<file path="src/hw/dbp_pkg.sv">
// Package: register map, field positions, reset values and timing counts
// for the double-buffered PWM channel.
// Assumes a plain register port with 8-bit data and a 25 MHz system clock.
package dbp_pkg;

    // ------------------------------------------------------------
    // Register offsets (plain port, one byte per address)
    // ------------------------------------------------------------
    localparam logic [3:0] OFS_TIMER_COUNT = 4'h0;
    localparam logic [3:0] OFS_PERIOD_LIMIT = 4'h1;
    localparam logic [3:0] OFS_TIMER_CONTROL = 4'h2;
    localparam logic [3:0] OFS_DUTY_PENDING = 4'h3;
    localparam logic [3:0] OFS_DUTY_ACTIVE = 4'h4;
    localparam logic [3:0] OFS_CHANNEL_CONTROL = 4'h5;
    localparam logic [3:0] OFS_IRQ_STATUS = 4'h6;
    localparam logic [3:0] OFS_IRQ_MASK = 4'h7;
    localparam logic [3:0] OFS_PIN_DIRECTION = 4'h8;
    localparam logic [3:0] OFS_PORT_LATCH = 4'h9;

    // ------------------------------------------------------------
    // Field positions
    // ------------------------------------------------------------
    localparam int TCTL_PRESCALE_LSB = 0;
    localparam int TCTL_RUN_BIT = 2;
    localparam int TCTL_POSTSCALE_LSB = 3;
    localparam int CCTL_MODE_LSB = 0;
    localparam int CCTL_DUTY_LOW_LSB = 4;
    localparam int IRQ_PERIOD_BIT = 0;
    localparam int IRQ_ROLLOVER_BIT = 1;

    // ------------------------------------------------------------
    // Masks of implemented bits and reset values
    // ------------------------------------------------------------
    localparam logic [7:0] TCTL_MASK = 8'h7f;
    localparam logic [7:0] CCTL_MASK = 8'h3f;
    localparam logic [7:0] IRQ_MASK_BITS = 8'h03;
    localparam logic [7:0] RST_BYTE = 8'h00;
    localparam logic [7:0] RST_PERIOD_LIMIT = 8'hff;
    localparam logic RST_DIRECTION = 1'b1;

    // ------------------------------------------------------------
    // Modes and prescale selections
    // ------------------------------------------------------------
    localparam logic [3:0] MODE_PWM_DEFAULT = 4'hc;
    localparam logic [1:0] PRE_DIV1 = 2'h0;
    localparam logic [1:0] PRE_DIV4 = 2'h1;

    // ------------------------------------------------------------
    // Timing: one instruction cycle is four oscillator periods
    // ------------------------------------------------------------
    localparam int CLK_HZ = 25000000;
    localparam int OSC_PER_TICK = 4;
    localparam int QCLK_COUNT = OSC_PER_TICK;

    typedef enum logic [1:0] {
        DBP_IDLE = 2'b00,
        DBP_HIGH = 2'b01,
        DBP_LOW = 2'b11
    } dbp_phase_t;

endpackage

</file>
<file path="src/hw/dbp_pwm_channel.sv">
// Double-buffered PWM channel with its period timer, register port and
// interrupt. Assumes a single-master register port with one-cycle strobes
// and the output pin resolved from pinOut and pinOe by the surroundings.
//
// Implementation choices: the address-and-strobe port and the placing of the registers.
`timescale 1ns/1ps

module dbp_pwm_channel #(
    parameter logic [3:0] PWM_MODE_CODE = dbp_pkg::MODE_PWM_DEFAULT
) (
    input wire logic sys_clk,
    input wire logic sys_rst,
    input wire logic [3:0] regAddr,
    input wire logic [7:0] regWrData,
    input wire logic regWrStb,
    input wire logic regRdStb,
    output logic [7:0] regRdData,
    input wire logic pinIn,
    output logic pinOut,
    output logic pinOe,
    output logic irq
);
    // ------------------------------------------------------------
    // Registers
    // ------------------------------------------------------------
    logic [7:0] timerCount_reg; // Period timer count
    logic [7:0] periodLimit_reg; // Period limit
    logic [6:0] timerCtl_reg; // Postscale, run, prescale
    logic [7:0] dutyPending_reg; // Pending duty, high eight bits
    logic [7:0] dutyActive_reg; // Active duty, high eight bits
    logic [1:0] dutyLatch_reg; // Active duty, low two bits
    logic [5:0] chanCtl_reg; // Duty low bits and mode
    logic [1:0] irqStatus_reg; // Sticky event bits
    logic [1:0] irqMask_reg; // Interrupt enables
    logic [3:0] postCount_reg; // Postscale counter
    logic direction_reg; // Pin direction, one means input
    logic portLatch_reg; // General-purpose port data latch
    logic outLatch_reg; // Channel output latch
    logic pinInSync_reg; // Pin level, sampled for reads
    logic [7:0] regRdData_reg; // Read data register
    logic irq_reg; // Interrupt output register
    logic pinOut_reg; // Pin drive register
    logic pinOe_reg; // Pin enable register
    dbp_pkg::dbp_phase_t phase_reg; // Waveform phase
    dbp_pkg::dbp_phase_t phase_next; // Next waveform phase

    // ------------------------------------------------------------
    // Decoded controls
    // ------------------------------------------------------------
    logic tick; // One timer step
    logic [1:0] fineBits; // Two fine bits below the timer
    logic pwmMode; // Channel is in PWM mode
    logic match; // Timer equals period limit
    logic rollover; // Step that starts a new period
    logic [9:0] activeDuty; // Buffered ten-bit duty
    logic dutyHit; // Extended timer reached duty
    logic periodEvent; // Postscaled period interrupt event
    logic wrChanCtl; // Write to channel control
    logic [1:0] irqSet; // Events this cycle

    // Writes to an address
    function automatic logic wrAt(input logic [3:0] ofs);
        return regWrStb && (regAddr == ofs);
    endfunction

    // Prescaler and quarter-cycle bits
    dbp_prescaler uPre (
        .sys_clk(sys_clk),
        .sys_rst(sys_rst),
        .run(timerCtl_reg[dbp_pkg::TCTL_RUN_BIT]),
        .preSel(timerCtl_reg[dbp_pkg::TCTL_PRESCALE_LSB +: 2]),
        .tick(tick),
        .fineBits(fineBits)
    );

    assign pwmMode = chanCtl_reg[dbp_pkg::CCTL_MODE_LSB +: 4]
        == PWM_MODE_CODE;
    assign match = timerCount_reg == periodLimit_reg;
    assign rollover = tick && match;
    assign activeDuty = {dutyActive_reg, dutyLatch_reg};
    // Compare duty with the timer extended by two fine bits
    assign dutyHit = activeDuty == {timerCount_reg, fineBits};
    assign wrChanCtl = wrAt(dbp_pkg::OFS_CHANNEL_CONTROL);

    // ------------------------------------------------------------
    // Period timer
    // ------------------------------------------------------------
    // Counts steps, clears on the step after the limit match
    // Each PWM channel instance steps its own copy of this timer
    always_ff @(posedge sys_clk) begin
        if (sys_rst) begin
            timerCount_reg <= dbp_pkg::RST_BYTE;
        end else if (wrAt(dbp_pkg::OFS_TIMER_COUNT)) begin
            timerCount_reg <= regWrData;
        end else if (rollover) begin
            timerCount_reg <= dbp_pkg::RST_BYTE;
        end else if (tick) begin
            timerCount_reg <= timerCount_reg + 8'h01;
        end
    end

    // Period limit and timer control
    always_ff @(posedge sys_clk) begin
        if (sys_rst) begin
            periodLimit_reg <= dbp_pkg::RST_PERIOD_LIMIT;
            timerCtl_reg <= dbp_pkg::RST_BYTE[6:0];
        end else begin
            if (wrAt(dbp_pkg::OFS_PERIOD_LIMIT)) begin
                periodLimit_reg <= regWrData;
            end
            if (wrAt(dbp_pkg::OFS_TIMER_CONTROL)) begin
                timerCtl_reg <= regWrData[6:0];
            end
        end
    end

    // Postscaler divides only the interrupt, not the period
    always_ff @(posedge sys_clk) begin
        if (sys_rst) begin
            postCount_reg <= 4'h0;
        end else if (rollover) begin
            if (postCount_reg
                == timerCtl_reg[dbp_pkg::TCTL_POSTSCALE_LSB +: 4]) begin
                postCount_reg <= 4'h0;
            end else begin
                postCount_reg <= postCount_reg + 4'h1;
            end
        end
    end

    // Interrupt event on the last rollover of each postscale group
    assign periodEvent = rollover && (postCount_reg
        == timerCtl_reg[dbp_pkg::TCTL_POSTSCALE_LSB +: 4]);

    // ------------------------------------------------------------
    // Duty registers
    // ------------------------------------------------------------
    // Pending duty and channel control take writes at any time
    always_ff @(posedge sys_clk) begin
        if (sys_rst) begin
            dutyPending_reg <= dbp_pkg::RST_BYTE;
            chanCtl_reg <= dbp_pkg::RST_BYTE[5:0];
        end else begin
            if (wrAt(dbp_pkg::OFS_DUTY_PENDING)) begin
                dutyPending_reg <= regWrData;
            end
            if (wrChanCtl) begin
                chanCtl_reg <= regWrData[5:0];
            end
        end
    end

    // High byte and low bits load together, so no period sees half a duty
    // Active duty loads at rollover or, outside PWM mode, on a write; writes ignored in PWM mode
    always_ff @(posedge sys_clk) begin
        if (sys_rst) begin
            dutyActive_reg <= dbp_pkg::RST_BYTE;
            dutyLatch_reg <= 2'h0;
        end else if (rollover) begin
            dutyActive_reg <= dutyPending_reg;
            dutyLatch_reg <= chanCtl_reg[dbp_pkg::CCTL_DUTY_LOW_LSB +: 2];
        end else if (wrAt(dbp_pkg::OFS_DUTY_ACTIVE) && !pwmMode) begin
            dutyActive_reg <= regWrData;
        end
    end

    // ------------------------------------------------------------
    // Waveform
    // ------------------------------------------------------------
    // Next phase from rollover, duty hit and mode
    always_comb begin
        phase_next = phase_reg;
        case (phase_reg)
            dbp_pkg::DBP_IDLE: begin
                if (pwmMode && rollover) begin
                    phase_next = dbp_pkg::DBP_HIGH;
                end
            end
            dbp_pkg::DBP_HIGH: begin
                if (!pwmMode) begin
                    phase_next = dbp_pkg::DBP_IDLE;
                end else if (dutyHit && !rollover) begin
                    phase_next = dbp_pkg::DBP_LOW;
                end
            end
            dbp_pkg::DBP_LOW: begin
                if (!pwmMode) begin
                    phase_next = dbp_pkg::DBP_IDLE;
                end else if (rollover) begin
                    phase_next = dbp_pkg::DBP_HIGH;
                end
            end
            default: begin
                phase_next = dbp_pkg::DBP_IDLE;
            end
        endcase
    end

    // Phase register, idle after reset
    always_ff @(posedge sys_clk) begin
        if (sys_rst) begin
            phase_reg <= dbp_pkg::DBP_IDLE;
        end else begin
            phase_reg <= phase_next;
        end
    end

    // Output latch: set at rollover unless the new duty is zero
    // cleared on duty hit a duty past the period never hits
    always_ff @(posedge sys_clk) begin
        if (sys_rst) begin
            outLatch_reg <= 1'b0;
        end else if (wrChanCtl && regWrData == dbp_pkg::RST_BYTE) begin
            outLatch_reg <= 1'b0;
        end else if (!pwmMode) begin
            outLatch_reg <= outLatch_reg;
        end else if (rollover) begin
            outLatch_reg <= ({dutyPending_reg,
                chanCtl_reg[dbp_pkg::CCTL_DUTY_LOW_LSB +: 2]} != 10'h000);
        end else if (phase_reg == dbp_pkg::DBP_HIGH && dutyHit) begin
            outLatch_reg <= 1'b0;
        end
    end

    // ------------------------------------------------------------
    // Pin and port latch
    // ------------------------------------------------------------
    // Port data latch is separate and unaffected by control clear
    always_ff @(posedge sys_clk) begin
        if (sys_rst) begin
            direction_reg <= dbp_pkg::RST_DIRECTION;
            portLatch_reg <= 1'b0;
        end else begin
            if (wrAt(dbp_pkg::OFS_PIN_DIRECTION)) begin
                direction_reg <= regWrData[0];
            end
            if (wrAt(dbp_pkg::OFS_PORT_LATCH)) begin
                portLatch_reg <= regWrData[0];
            end
        end
    end

    // Pin drives only when software clears direction
    always_ff @(posedge sys_clk) begin
        if (sys_rst) begin
            pinOut_reg <= 1'b0;
            pinOe_reg <= 1'b0;
            pinInSync_reg <= 1'b0;
        end else begin
            // Pin falls in the cycle the duty is reached
            if (pwmMode) begin
                pinOut_reg <= outLatch_reg
                    && !(phase_reg == dbp_pkg::DBP_HIGH && dutyHit);
            end else begin
                pinOut_reg <= portLatch_reg;
            end
            pinOe_reg <= !direction_reg;
            pinInSync_reg <= pinIn;
        end
    end

    // ------------------------------------------------------------
    // Interrupts
    // ------------------------------------------------------------
    // Every rollover and every postscaled period raise a status bit
    assign irqSet = {rollover, periodEvent};

    // Sticky bits, write one to clear, set wins over clear
    always_ff @(posedge sys_clk) begin
        if (sys_rst) begin
            irqStatus_reg <= 2'h0;
            irqMask_reg <= 2'h0;
            irq_reg <= 1'b0;
        end else begin
            if (wrAt(dbp_pkg::OFS_IRQ_STATUS)) begin
                irqStatus_reg <= (irqStatus_reg & ~regWrData[1:0]) | irqSet;
            end else begin
                irqStatus_reg <= irqStatus_reg | irqSet;
            end
            if (wrAt(dbp_pkg::OFS_IRQ_MASK)) begin
                irqMask_reg <= regWrData[1:0];
            end
            irq_reg <= |((irqStatus_reg | irqSet) & irqMask_reg);
        end
    end

    // ------------------------------------------------------------
    // Read port
    // ------------------------------------------------------------
    // Read data one cycle after the strobe, zero otherwise
    // Spare and unmapped bits read as zero
    always_ff @(posedge sys_clk) begin
        if (sys_rst || !regRdStb) begin
            regRdData_reg <= 8'h00;
        end else if (regAddr == dbp_pkg::OFS_TIMER_COUNT) begin
            regRdData_reg <= timerCount_reg;
        end else if (regAddr == dbp_pkg::OFS_PERIOD_LIMIT) begin
            regRdData_reg <= periodLimit_reg;
        end else if (regAddr == dbp_pkg::OFS_TIMER_CONTROL) begin
            regRdData_reg <= {1'b0, timerCtl_reg};
        end else if (regAddr == dbp_pkg::OFS_DUTY_PENDING) begin
            regRdData_reg <= dutyPending_reg;
        end else if (regAddr == dbp_pkg::OFS_DUTY_ACTIVE) begin
            regRdData_reg <= dutyActive_reg;
        end else if (regAddr == dbp_pkg::OFS_CHANNEL_CONTROL) begin
            regRdData_reg <= {2'h0, chanCtl_reg};
        end else if (regAddr == dbp_pkg::OFS_IRQ_STATUS) begin
            regRdData_reg <= {6'h00, irqStatus_reg};
        end else if (regAddr == dbp_pkg::OFS_IRQ_MASK) begin
            regRdData_reg <= {6'h00, irqMask_reg};
        end else if (regAddr == dbp_pkg::OFS_PIN_DIRECTION) begin
            regRdData_reg <= {7'h00, direction_reg};
        end else if (regAddr == dbp_pkg::OFS_PORT_LATCH) begin
            regRdData_reg <= {6'h00, pinInSync_reg, portLatch_reg};
        end else begin
            regRdData_reg <= 8'h00;
        end
    end

    // Outputs come straight from their registers
    assign regRdData = regRdData_reg;
    assign pinOut = pinOut_reg;
    assign pinOe = pinOe_reg;
    assign irq = irq_reg;
endmodule

</file>
<file path="src/hw/dbp_prescaler.sv">
// Period timer prescaler and quarter-cycle counter.
// Assumes sys_clk acts as the oscillator; one tick per four clocks at 1:1 prescale.
`timescale 1ns/1ps
module dbp_prescaler (
    input wire logic sys_clk,
    input wire logic sys_rst,
    input wire logic run,
    input wire logic [1:0] preSel,
    output logic tick,
    output logic [1:0] fineBits
);
    // ------------------------------------------------------------
    // Fine counter: two quarter bits and up to four prescale bits
    // ------------------------------------------------------------
    logic [5:0] fine_reg; // Oscillator periods within one timer step
    logic [5:0] lastVal; // Last fine count for this prescale ratio

    // Last count before a timer increment, for ratios 1, 4 and 16
    always_comb begin
        if (preSel == dbp_pkg::PRE_DIV1) begin
            lastVal = 6'h03;
        end else if (preSel == dbp_pkg::PRE_DIV4) begin
            lastVal = 6'h0f;
        end else begin
            lastVal = 6'h3f;
        end
    end

    // Counts oscillator periods while the timer runs
    always_ff @(posedge sys_clk) begin
        if (sys_rst || !run) begin
            fine_reg <= 6'h00;
        end else if (fine_reg >= lastVal) begin
            fine_reg <= 6'h00;
        end else begin
            fine_reg <= fine_reg + 6'h01;
        end
    end

    // One-cycle step pulse at the end of each prescaled period
    assign tick = run && (fine_reg >= lastVal);

    // Two fine bits: quarter clock at 1:1, top prescale bits otherwise
    always_comb begin
        if (preSel == dbp_pkg::PRE_DIV1) begin
            fineBits = fine_reg[1:0];
        end else if (preSel == dbp_pkg::PRE_DIV4) begin
            fineBits = fine_reg[3:2];
        end else begin
            fineBits = fine_reg[5:4];
        end
    end
endmodule

</file>
<file path="config.mk">
export PLATFORM = sky130hd
export DESIGN_NAME = dbp_pwm_channel
export DESIGN_NICKNAME = d
export VERILOG_FILES = /design/src/hw/dbp_pkg.sv /design/src/hw/dbp_pwm_channel.sv /design/src/hw/dbp_prescaler.sv
export SDC_FILE = /design/constraint.sdc
export NUM_CORES = 1
export LEC_CHECK = 0
export ABC_AREA = 1
export BUFFER_PORTS_ARGS = -buffer_cell sky130_fd_sc_hd__buf_4
export CAP_MARGIN = 20
export CORE_UTILIZATION = 30
export CTS_CLUSTER_DIAMETER = 120
export CTS_CLUSTER_SIZE = 25
export DETAILED_ROUTE_END_ITERATION = 10
export PLACE_DENSITY = 0.52
export SLEW_MARGIN = 10
export SYNTH_ARGS = -nofsm -noshare
export SYNTH_HDL_FRONTEND = slang
export SYNTH_HIERARCHICAL = 1
export SYNTH_SLANG_ARGS = --single-unit
</file>
<file path="constraint.sdc">
create_clock -name sys_clk -period 2.77 [get_ports sys_clk]
set_input_delay 0.1385 -clock sys_clk [delete_from_list [all_inputs] [get_ports sys_clk]]
set_output_delay 0.1385 -clock sys_clk [all_outputs]
set_load 0.02 [all_outputs]
</file>
==> metrics.csv, run 1 <==
stage;metric;value;unit
pwr;Switching Fraction;23.1;%
die;Initial Util;30.9;%
logic_synthesis;Syn. warnings;6;
logic_synthesis;Netlist Area Pre-Place;4130;um2
grt;initial antenna violation count;0;
timing;Max Slew Vio Count;0;
setup_path;Critical Path Sink Type;flop;
clock_network;Worst-path clk slew;60;ps
setup_path;Req. time, crit path;2990;ps
placement;HPWL after detailed placement;9.28;mm
detailed_routing;drc violations;0;
setup_path;critical path type;flop to flop;
detailed_routing;First DRT Iteration DRCs;317;
finish;Filler cells;1442;
clock_network;Skew-Pair Late Insertion Delay;340;ps
timing;slew margin rel.;57.6;%
timing;Period minus WS final;2490;ps
setup_path;Top delay family on crit path;simple AND/OR/NAND/NOR gates;
min_path;min-delay worst type;input port to flop;
logic_synthesis;post-synth top area share;37.8;%
grt;largest net degree at the start of global routing;30;
logic_synthesis;distinct cell type count after synthesis;33;
grt;first-pass GRT wire length;20.4;mm
logic_synthesis;sequential share of the synthesized area;37.8;%
setup_path;worst reg-to-reg setup slack;280;ps
logic_synthesis;cell taking the most area after synthesis;dfxtp_1;
clock_network;Clock Root Buffer;clkbuf_16;
finish;final non-filler cell total;818;
pwr;P_sw;601;uW
finish;Final Util;36.2;%
grt;met1 usage;25.3;%
clock_network;clock buffer depth;2;
finish;Layout area overhead;17.2;%
grt;M2 GR Usage;28.5;%
logic_synthesis;largest cells by area after synthesis;dfxtp_1 38%, nand2_1 12%, inv_1 7.2%;
timing;unrepaired setup endpoints after global routing;no;
clock_network;Setup Fix Bufs, Post-CTS;0;
logic_synthesis;Synth Instances;610;
setup_path;Worst R2R Path Depth;13;
detailed_routing;Routed Antenna Nets;0;
detailed_routing;DRT Wirelength;12.6;mm
setup_path;delay of the slowest critical-path stage;400;ps
detailed_routing;Pre-antenna DRT Iters;5;
timing;Final period util;89.9;%
setup_path;critical path peak fanout;11;
min_path;Hold Crit Endpoint;dutyActive_reg[7]$_SDFFE_PP0P_;
timing;Peak Freq;0.402;GHz
setup_path;worst path buffer plus inverter count;2;
die;die area;14200;um2
grt;GRT Util Overall;18.6;%
setup_path;CP cell instances;inv_1 > ha_1 > nand2_1 > nor2_1 > nand2_1 > a21oi_2 > inv_2 > nor2_1 > nand4_1 > nor2_4 > nand2_1 > nand2_1 > nor3b_2;
setup_path;reg-to-reg startpoint;timerCtl_reg[1]$_SDFFE_PP0P_;
pwr;P_leak;0.00200;uW
placement;# port buffers;27;
min_path;Hold Startpoint;regWrData[7];
finish;share of layout cells above drive strength 1;11.8;%
grt;grt peak-use layer;met2;
die;die height;119;um
pwr;Clk pwr share;49.0;%
pwr;Seq pwr share;44.2;%
grt;GR Overflow Total;0;
run_status;outcome;finished, final reports clean;
die;I/O pins;28;
pwr;part of the power in combinational logic;6.8;%
clock_network;TritonCTS Buffers;9;
detailed_routing;number of vias per cell;4.99;
pwr;Max VDD drop;246;uV
finish;Final #Nets;661;
timing;slew of the pin with the lowest slew margin;635;ps
timing;final hold violation count;0;
finish;Diodes inserted;0;
pwr;internal power;2010;uW
clock_network;CTS Sinks;78;
clock_network;CTS H-tree depth;3;
grt;vias in the first global route;3883;
logic_synthesis;syn nets;634;
die;core area;13300;um2
run;max-cap viol count;0;
clock_network;TritonCTS clock tree;done;
pwr;Power Dens Cells;539;nW/um2
setup_path;arrival time worst endpoint;2710;ps
timing;setup violators final;0;
placement;post-placement cell count;801;
logic_synthesis;register bit total from synthesis;78;
setup_path;Critical Path Most Common Cell;nand2_1;
timing;setup TNS;0;ps
min_path;Hold Crit Depth;3;
detailed_routing;DR WL/cell;15.4;um
timing;hold slack;94.8;ps
timing;Max Clock Skew;5.61;ps
grt;routing usage on met3;3.26;%
setup_path;Max stage delay cell, worst path;dfxtp_1;
detailed_routing;Vias;4085;
die;FP Rows;42;
logic_synthesis;Syn Area/Cell;6.77;um2
setup_path;worst r2r dst;postCount_reg[3]$_SDFFE_PP0N_;
setup_path;element type at the critical path start;flop;
placement;GPL Wtd Cong;0.844;
die;die width;119;um
metrics by stage:
stage	instance area, um2	setup WS, ps	total power (uW)
floorplan	4130	450	1270
global placement	4500	350	1350
detailed placement	4500	205	1350
CTS	4830	196	2640
global route	4840	10.6	2710
finish	4840	280	2610
power by group through the flow:
stage | combinational (uW) | sequential, uW | clock [uW]
after floorplan | 99.4 | 1180 | 0
after global placement | 176 | 1180 | 0
final | 179 | 1150 | 1280
after CTS | 178 | 1150 | 1310
after detailed placement | 176 | 1180 | 0
after global routing | 198 | 1150 | 1360
cell families (layout without fill, tap and decap cells):
| family | Yosys count | after routing | share of synthesized area [%] |
|---|---|---|---|
| AO/OA/AOI/OAI | 135 | 135 | 18.0 |
| adder cells (fa/ha/maj) | 7 | 7 | 2.12 |
| buffers and inverters | 107 | 139 | 10.3 |
| AND/OR/NAND/NOR | 273 | 273 | 29.7 |
| flip-flops | 78 | 78 | 37.8 |
| XOR/XNOR | 10 | 10 | 2.12 |
layout by cell type (no fill, tap or decap), types with 2 or more instances in the layout:
master     count
nor4_1         2
clkbuf_1       2
dfxtp_1       78
nand3_2        2
nand4_1       12
bufinv_16      2
nor2_4         4
clkinv_2       2
inv_1         79
ha_1           7
clkbuf_16      9
a21oi_1       58
inv_2         11
nand2_2        4
o211ai_1      10
o22ai_1       12
nand3_1       57
xor2_1         9
a31oi_1       13
o21ai_1        3
buf_4         32
o21ai_0       36
nor2_2         5
nor3_1         7
nor2_1        45
nand2_1      130
worst min-delay path: stages:
cell and delay, ps:
buf_4 120, nand2_1 60, a31oi_1 70
cells in the mapped netlist:
| library cell | n |
|---|---|
| nor3b_2 | 1 |
| dfxtp_1 | 78 |
| a31oi_1 | 13 |
| o21ai_0 | 36 |
| nand3_1 | 57 |
| nor3_1 | 7 |
| buf_6 | 2 |
| inv_1 | 79 |
| nand2_4 | 1 |
| nand2_1 | 131 |
| ha_1 | 7 |
| nor4_1 | 2 |
| and2_1 | 1 |
| nand3_2 | 2 |
| o211ai_1 | 10 |
| buf_2 | 7 |
| or2_0 | 1 |
| nor2_2 | 4 |
| nand2_2 | 3 |
| nor2_4 | 4 |
| a21oi_1 | 59 |
| xor2_1 | 9 |
| xnor2_1 | 1 |
| o21bai_2 | 1 |
| nor3b_1 | 1 |
| o21ai_1 | 3 |
| buf_1 | 1 |
| inv_2 | 11 |
| o41ai_1 | 1 |
| nand4_1 | 12 |
| nor2_1 | 46 |
| o22ai_1 | 12 |
| clkbuf_1 | 7 |
repair_timing:
item | 4_1_cts | 5_1_grt
setup endpoints to repair | 0 | 13
endpoints found under the hold margin | 1 | 0
gates resized for setup | 0 | 3
hold buffers | 1 | 0
per-layer routing:
layer  routed length, um  part of all wire [%]
met1                5820                    46
met2                5660                    45
met3                 725                   5.8
met4                 366                   2.9
met5                   0                     0
area by class of cell:
type	count	area, um2	area share (%)
Inverter	90	338	6.98
Clock buffer	12	246	5.10
Timing Repair Buffer	33	250	5.17
Multi-Input combinational cell	425	2150	44.5
Sequential cell	78	1560	32.3
Clock inverter	4	70.1	1.45
Tap cell	176	220	4.55
how the worst max path moves through the flow:
stage	startpoint	end	cells after the start
CTS	timerCtl_reg[1]$_SDFFE_PP0P_	dutyActive_reg[7]$_SDFFE_PP0P_	14
finish	timerCtl_reg[1]$_SDFFE_PP0P_	postCount_reg[3]$_SDFFE_PP0N_	13
global route	timerCtl_reg[1]$_SDFFE_PP0P_	dutyActive_reg[0]$_SDFFE_PP0P_	14
global placement	timerCtl_reg[1]$_SDFFE_PP0P_	dutyActive_reg[0]$_SDFFE_PP0P_	14
floorplan	timerCtl_reg[1]$_SDFFE_PP0P_	postCount_reg[3]$_SDFFE_PP0N_	14
detailed placement	timerCtl_reg[1]$_SDFFE_PP0P_	dutyActive_reg[7]$_SDFFE_PP0P_	14
Power figures use the tool's default switching activity.
==> run 2: changes to the inputs <==
--- a/config.mk
+++ b/config.mk
@@ -16,5 +16,4 @@
 export SLEW_MARGIN = 10
 export SYNTH_ARGS = -nofsm -noshare
 export SYNTH_HDL_FRONTEND = slang
-export SYNTH_HIERARCHICAL = 1
 export SYNTH_SLANG_ARGS = --single-unit
==> run 2 against run 1 <==
  * Die area is 0.27% higher
  * Largest power group unchanged
  * Synthesized cell count is 6.7% lower
  * First-iteration DRC count is 9.1% lower
  * Register-to-register slack better by 330 ps
  * Largest cell class unchanged
  * Via count is 5.9% lower
  * Fmax is 15% higher
  * Wire length is 2.8% lower
==> metrics.csv, run 2 <==
stage;metric;value;unit
finish;final non-filler cell total;774;
clock_network;CTS H-tree depth;3;
logic_synthesis;distinct cell type count after synthesis;38;
timing;slew of the pin with the lowest slew margin;450;ps
detailed_routing;DRT Wirelength;12.2;mm
timing;setup TNS;0;ps
clock_network;CTS Sinks;78;
grt;first-pass GRT wire length;19.3;mm
clock_network;Worst-path clk slew;60;ps
min_path;min-delay worst type;input port to flop;
die;die width;119;um
setup_path;Req. time, crit path;3030;ps
logic_synthesis;post-synth top area share;37.7;%
setup_path;critical path type;flop to flop;
finish;Layout area overhead;14.9;%
die;core area;13300;um2
clock_network;TritonCTS clock tree;done;
timing;Max Clock Skew;7.83;ps
timing;final hold violation count;0;
detailed_routing;Vias;3844;
grt;GR Overflow Total;0;
clock_network;post-cts resize count;0;
grt;largest net degree at the start of global routing;33;
timing;slew margin rel.;69.9;%
placement;post-placement cell count;758;
logic_synthesis;Netlist Area Pre-Place;4140;um2
die;FP Rows;42;
placement;HPWL after detailed placement;9.16;mm
finish;commonest non-fill, non-tap cell in the layout;nand2_1;
pwr;P_leak;0.00189;uW
logic_synthesis;EDFF count, synth;0;
finish;share of layout cells above drive strength 1;13.9;%
timing;Max Slew Vio Count;0;
detailed_routing;drc violations;0;
finish;commonest non-fill, non-tap cells in the layout;97 x nand2_1, 78 x dfxtp_1, 64 x inv_1;
pwr;Tot Pwr;2530;uW
setup_path;critical path peak fanout;16;
die;die area;14300;um2
clock_network;Hold-fix buffers, CTS;0;
die;die height;119;um
pwr;Power Dens Cells;532;nW/um2
timing;Final period util;78.0;%
logic_synthesis;Syn Area/Cell;7.28;um2
clock_network;clock buffer depth;2;
detailed_routing;number of vias per cell;4.97;
logic_synthesis;sequential share of the synthesized area;37.7;%
detailed_routing;Pre-antenna DRT Iters;7;
die;I/O pins;28;
detailed_routing;DR WL/cell;15.8;um
setup_path;arrival time worst endpoint;2420;ps
detailed_routing;First DRT Iteration DRCs;288;
grt;vias in the first global route;3597;
die;Initial Util;31.0;%
logic_synthesis;Top FF cell, synth;dfxtp_1;
logic_synthesis;register bit total from synthesis;78;
logic_synthesis;top-count cell post-synth;nand2_1;
finish;Final #Nets;617;
placement;GPL Wtd Cong;0.850;
clock_network;Skew-Pair Late Insertion Delay;340;ps
run_status;outcome;finished, final reports clean;
timing;Peak Freq;0.463;GHz
setup_path;Critical Path Sink Type;flop;
clock_network;Clock Root Buffer;clkbuf_16;
finish;Diodes inserted;0;
logic_synthesis;Synth Instances;569;
setup_path;element type at the critical path start;flop;
clock_network;TritonCTS Buffers;9;
logic_synthesis;syn nets;593;
placement;# port buffers;27;
timing;Period minus WS final;2160;ps
clock_network;Setup Fix Bufs, Post-CTS;0;
detailed_routing;Routed Antenna Nets;0;
timing;unrepaired setup endpoints after global routing;no;
timing;setup violators final;0;
pwr;Max VDD drop;259;uV
grt;initial antenna violation count;0;
logic_synthesis;Post-synth top cells;97 x nand2_1, 78 x dfxtp_1, 64 x inv_1;
logic_synthesis;Syn. warnings;0;
logic_synthesis;cell taking the most area after synthesis;dfxtp_1;
run;max-cap viol count;0;
logic_synthesis;largest cells by area after synthesis;dfxtp_1 38%, nand2_1 8.8%, a21oi_1 7.6%;
grt;GRT Util Overall;17.8;%
logic_synthesis;asr flop ratio synth;0;%
-- run 2: cell count changes in the layout (fill, tap and decap cells not counted), sizes merged, moves of 5 or more --
| cell | change |
|---|---|
| o21ai | +14 |
| a31oi | -5 |
| nand2 | -34 |
| nand3 | -14 |
| xor2 | +7 |
| xnor2 | +11 |
| inv | -15 |
| o22ai | -7 |
-- run 2: cell type report --
type                            instances  area [um2]
Clock inverter                          7        75.1
Inverter                               75         292
Tap cell                              176         220
Sequential cell                        78        1560
Clock buffer                            9         225
Timing Repair Buffer                   31         233
Fill cell                            1423        8590
Multi-Input combinational cell        398        2150
-- run 2: metal layers --
metal / vias to the layer above / track usage [%] / routed length [um]
li1: 1934 / - / -
met1: 1768 / 22.9 / 5460
met2: 119 / 28.5 / 5670
met3: 23 / 3.98 / 743
met4: 0 / 7.50 / 345
met5: - / 0 / 0
-- run 2: power breakdown --
group / switching, uW / internal (uW) / total, uW
Clock: 488 / 699 / 1190
Sequential: 17.0 / 1140 / 1160
Combinational: 125 / 60.5 / 186
Total: 630 / 1900 / 2530
-- run 2: metrics by stage --
step	hold slack, ps	setup WS (ps)	cell area, um2	utilization (%)
after floorplan	208	964	4140	-
after global placement	350	746	4460	33.4
after detailed placement	358	651	4460	33.4
after CTS	5.42	636	4760	35.6
after global routing	31.0	400	4760	35.6
final	10.7	610	4760	35.6
-- run 2: path summary, 6_finish.rpt --
kind,from,slack (ps),endpoint,cells past startpoint
setup / recovery,timerCtl_reg[1]$_SDFFE_PP0P_,610,dutyActive_reg[4]$_SDFFE_PP0P_,13
hold / removal,pinIn,10,pinInSync_reg$_SDFF_PP0_,3
setup reg to reg,timerCtl_reg[1]$_SDFFE_PP0P_,610,dutyActive_reg[4]$_SDFFE_PP0P_,13
hold reg to reg,direction_reg$_SDFFE_PP1P_,450,pinOe$_SDFF_PP0_,1
-- run 2: kinds of logic (layout without fill, tap and decap cells) --
family | after synthesis | after routing | share of synthesized area [%]
AO/OA/AOI/OAI | 139 | 139 | 18.0
XOR/XNOR | 28 | 28 | 5.92
flip-flops | 78 | 78 | 37.7
buffers and inverters | 93 | 122 | 10.4
adder cells (fa/ha/maj) | 7 | 7 | 2.12
AND/OR/NAND/NOR | 224 | 224 | 25.9
-- run 2: critical path, stage by stage (launching register included) --
cell and delay, ps:
dfxtp_1 380, inv_1 130, ha_1 340, nand2_2 70
inv_2 40, nand2_1 40, nand2_1 60, nor2_2 50
nor2_4 180, inv_2 70, nor2_4 230, buf_4 270
o21ai_1 80, a21oi_1 120
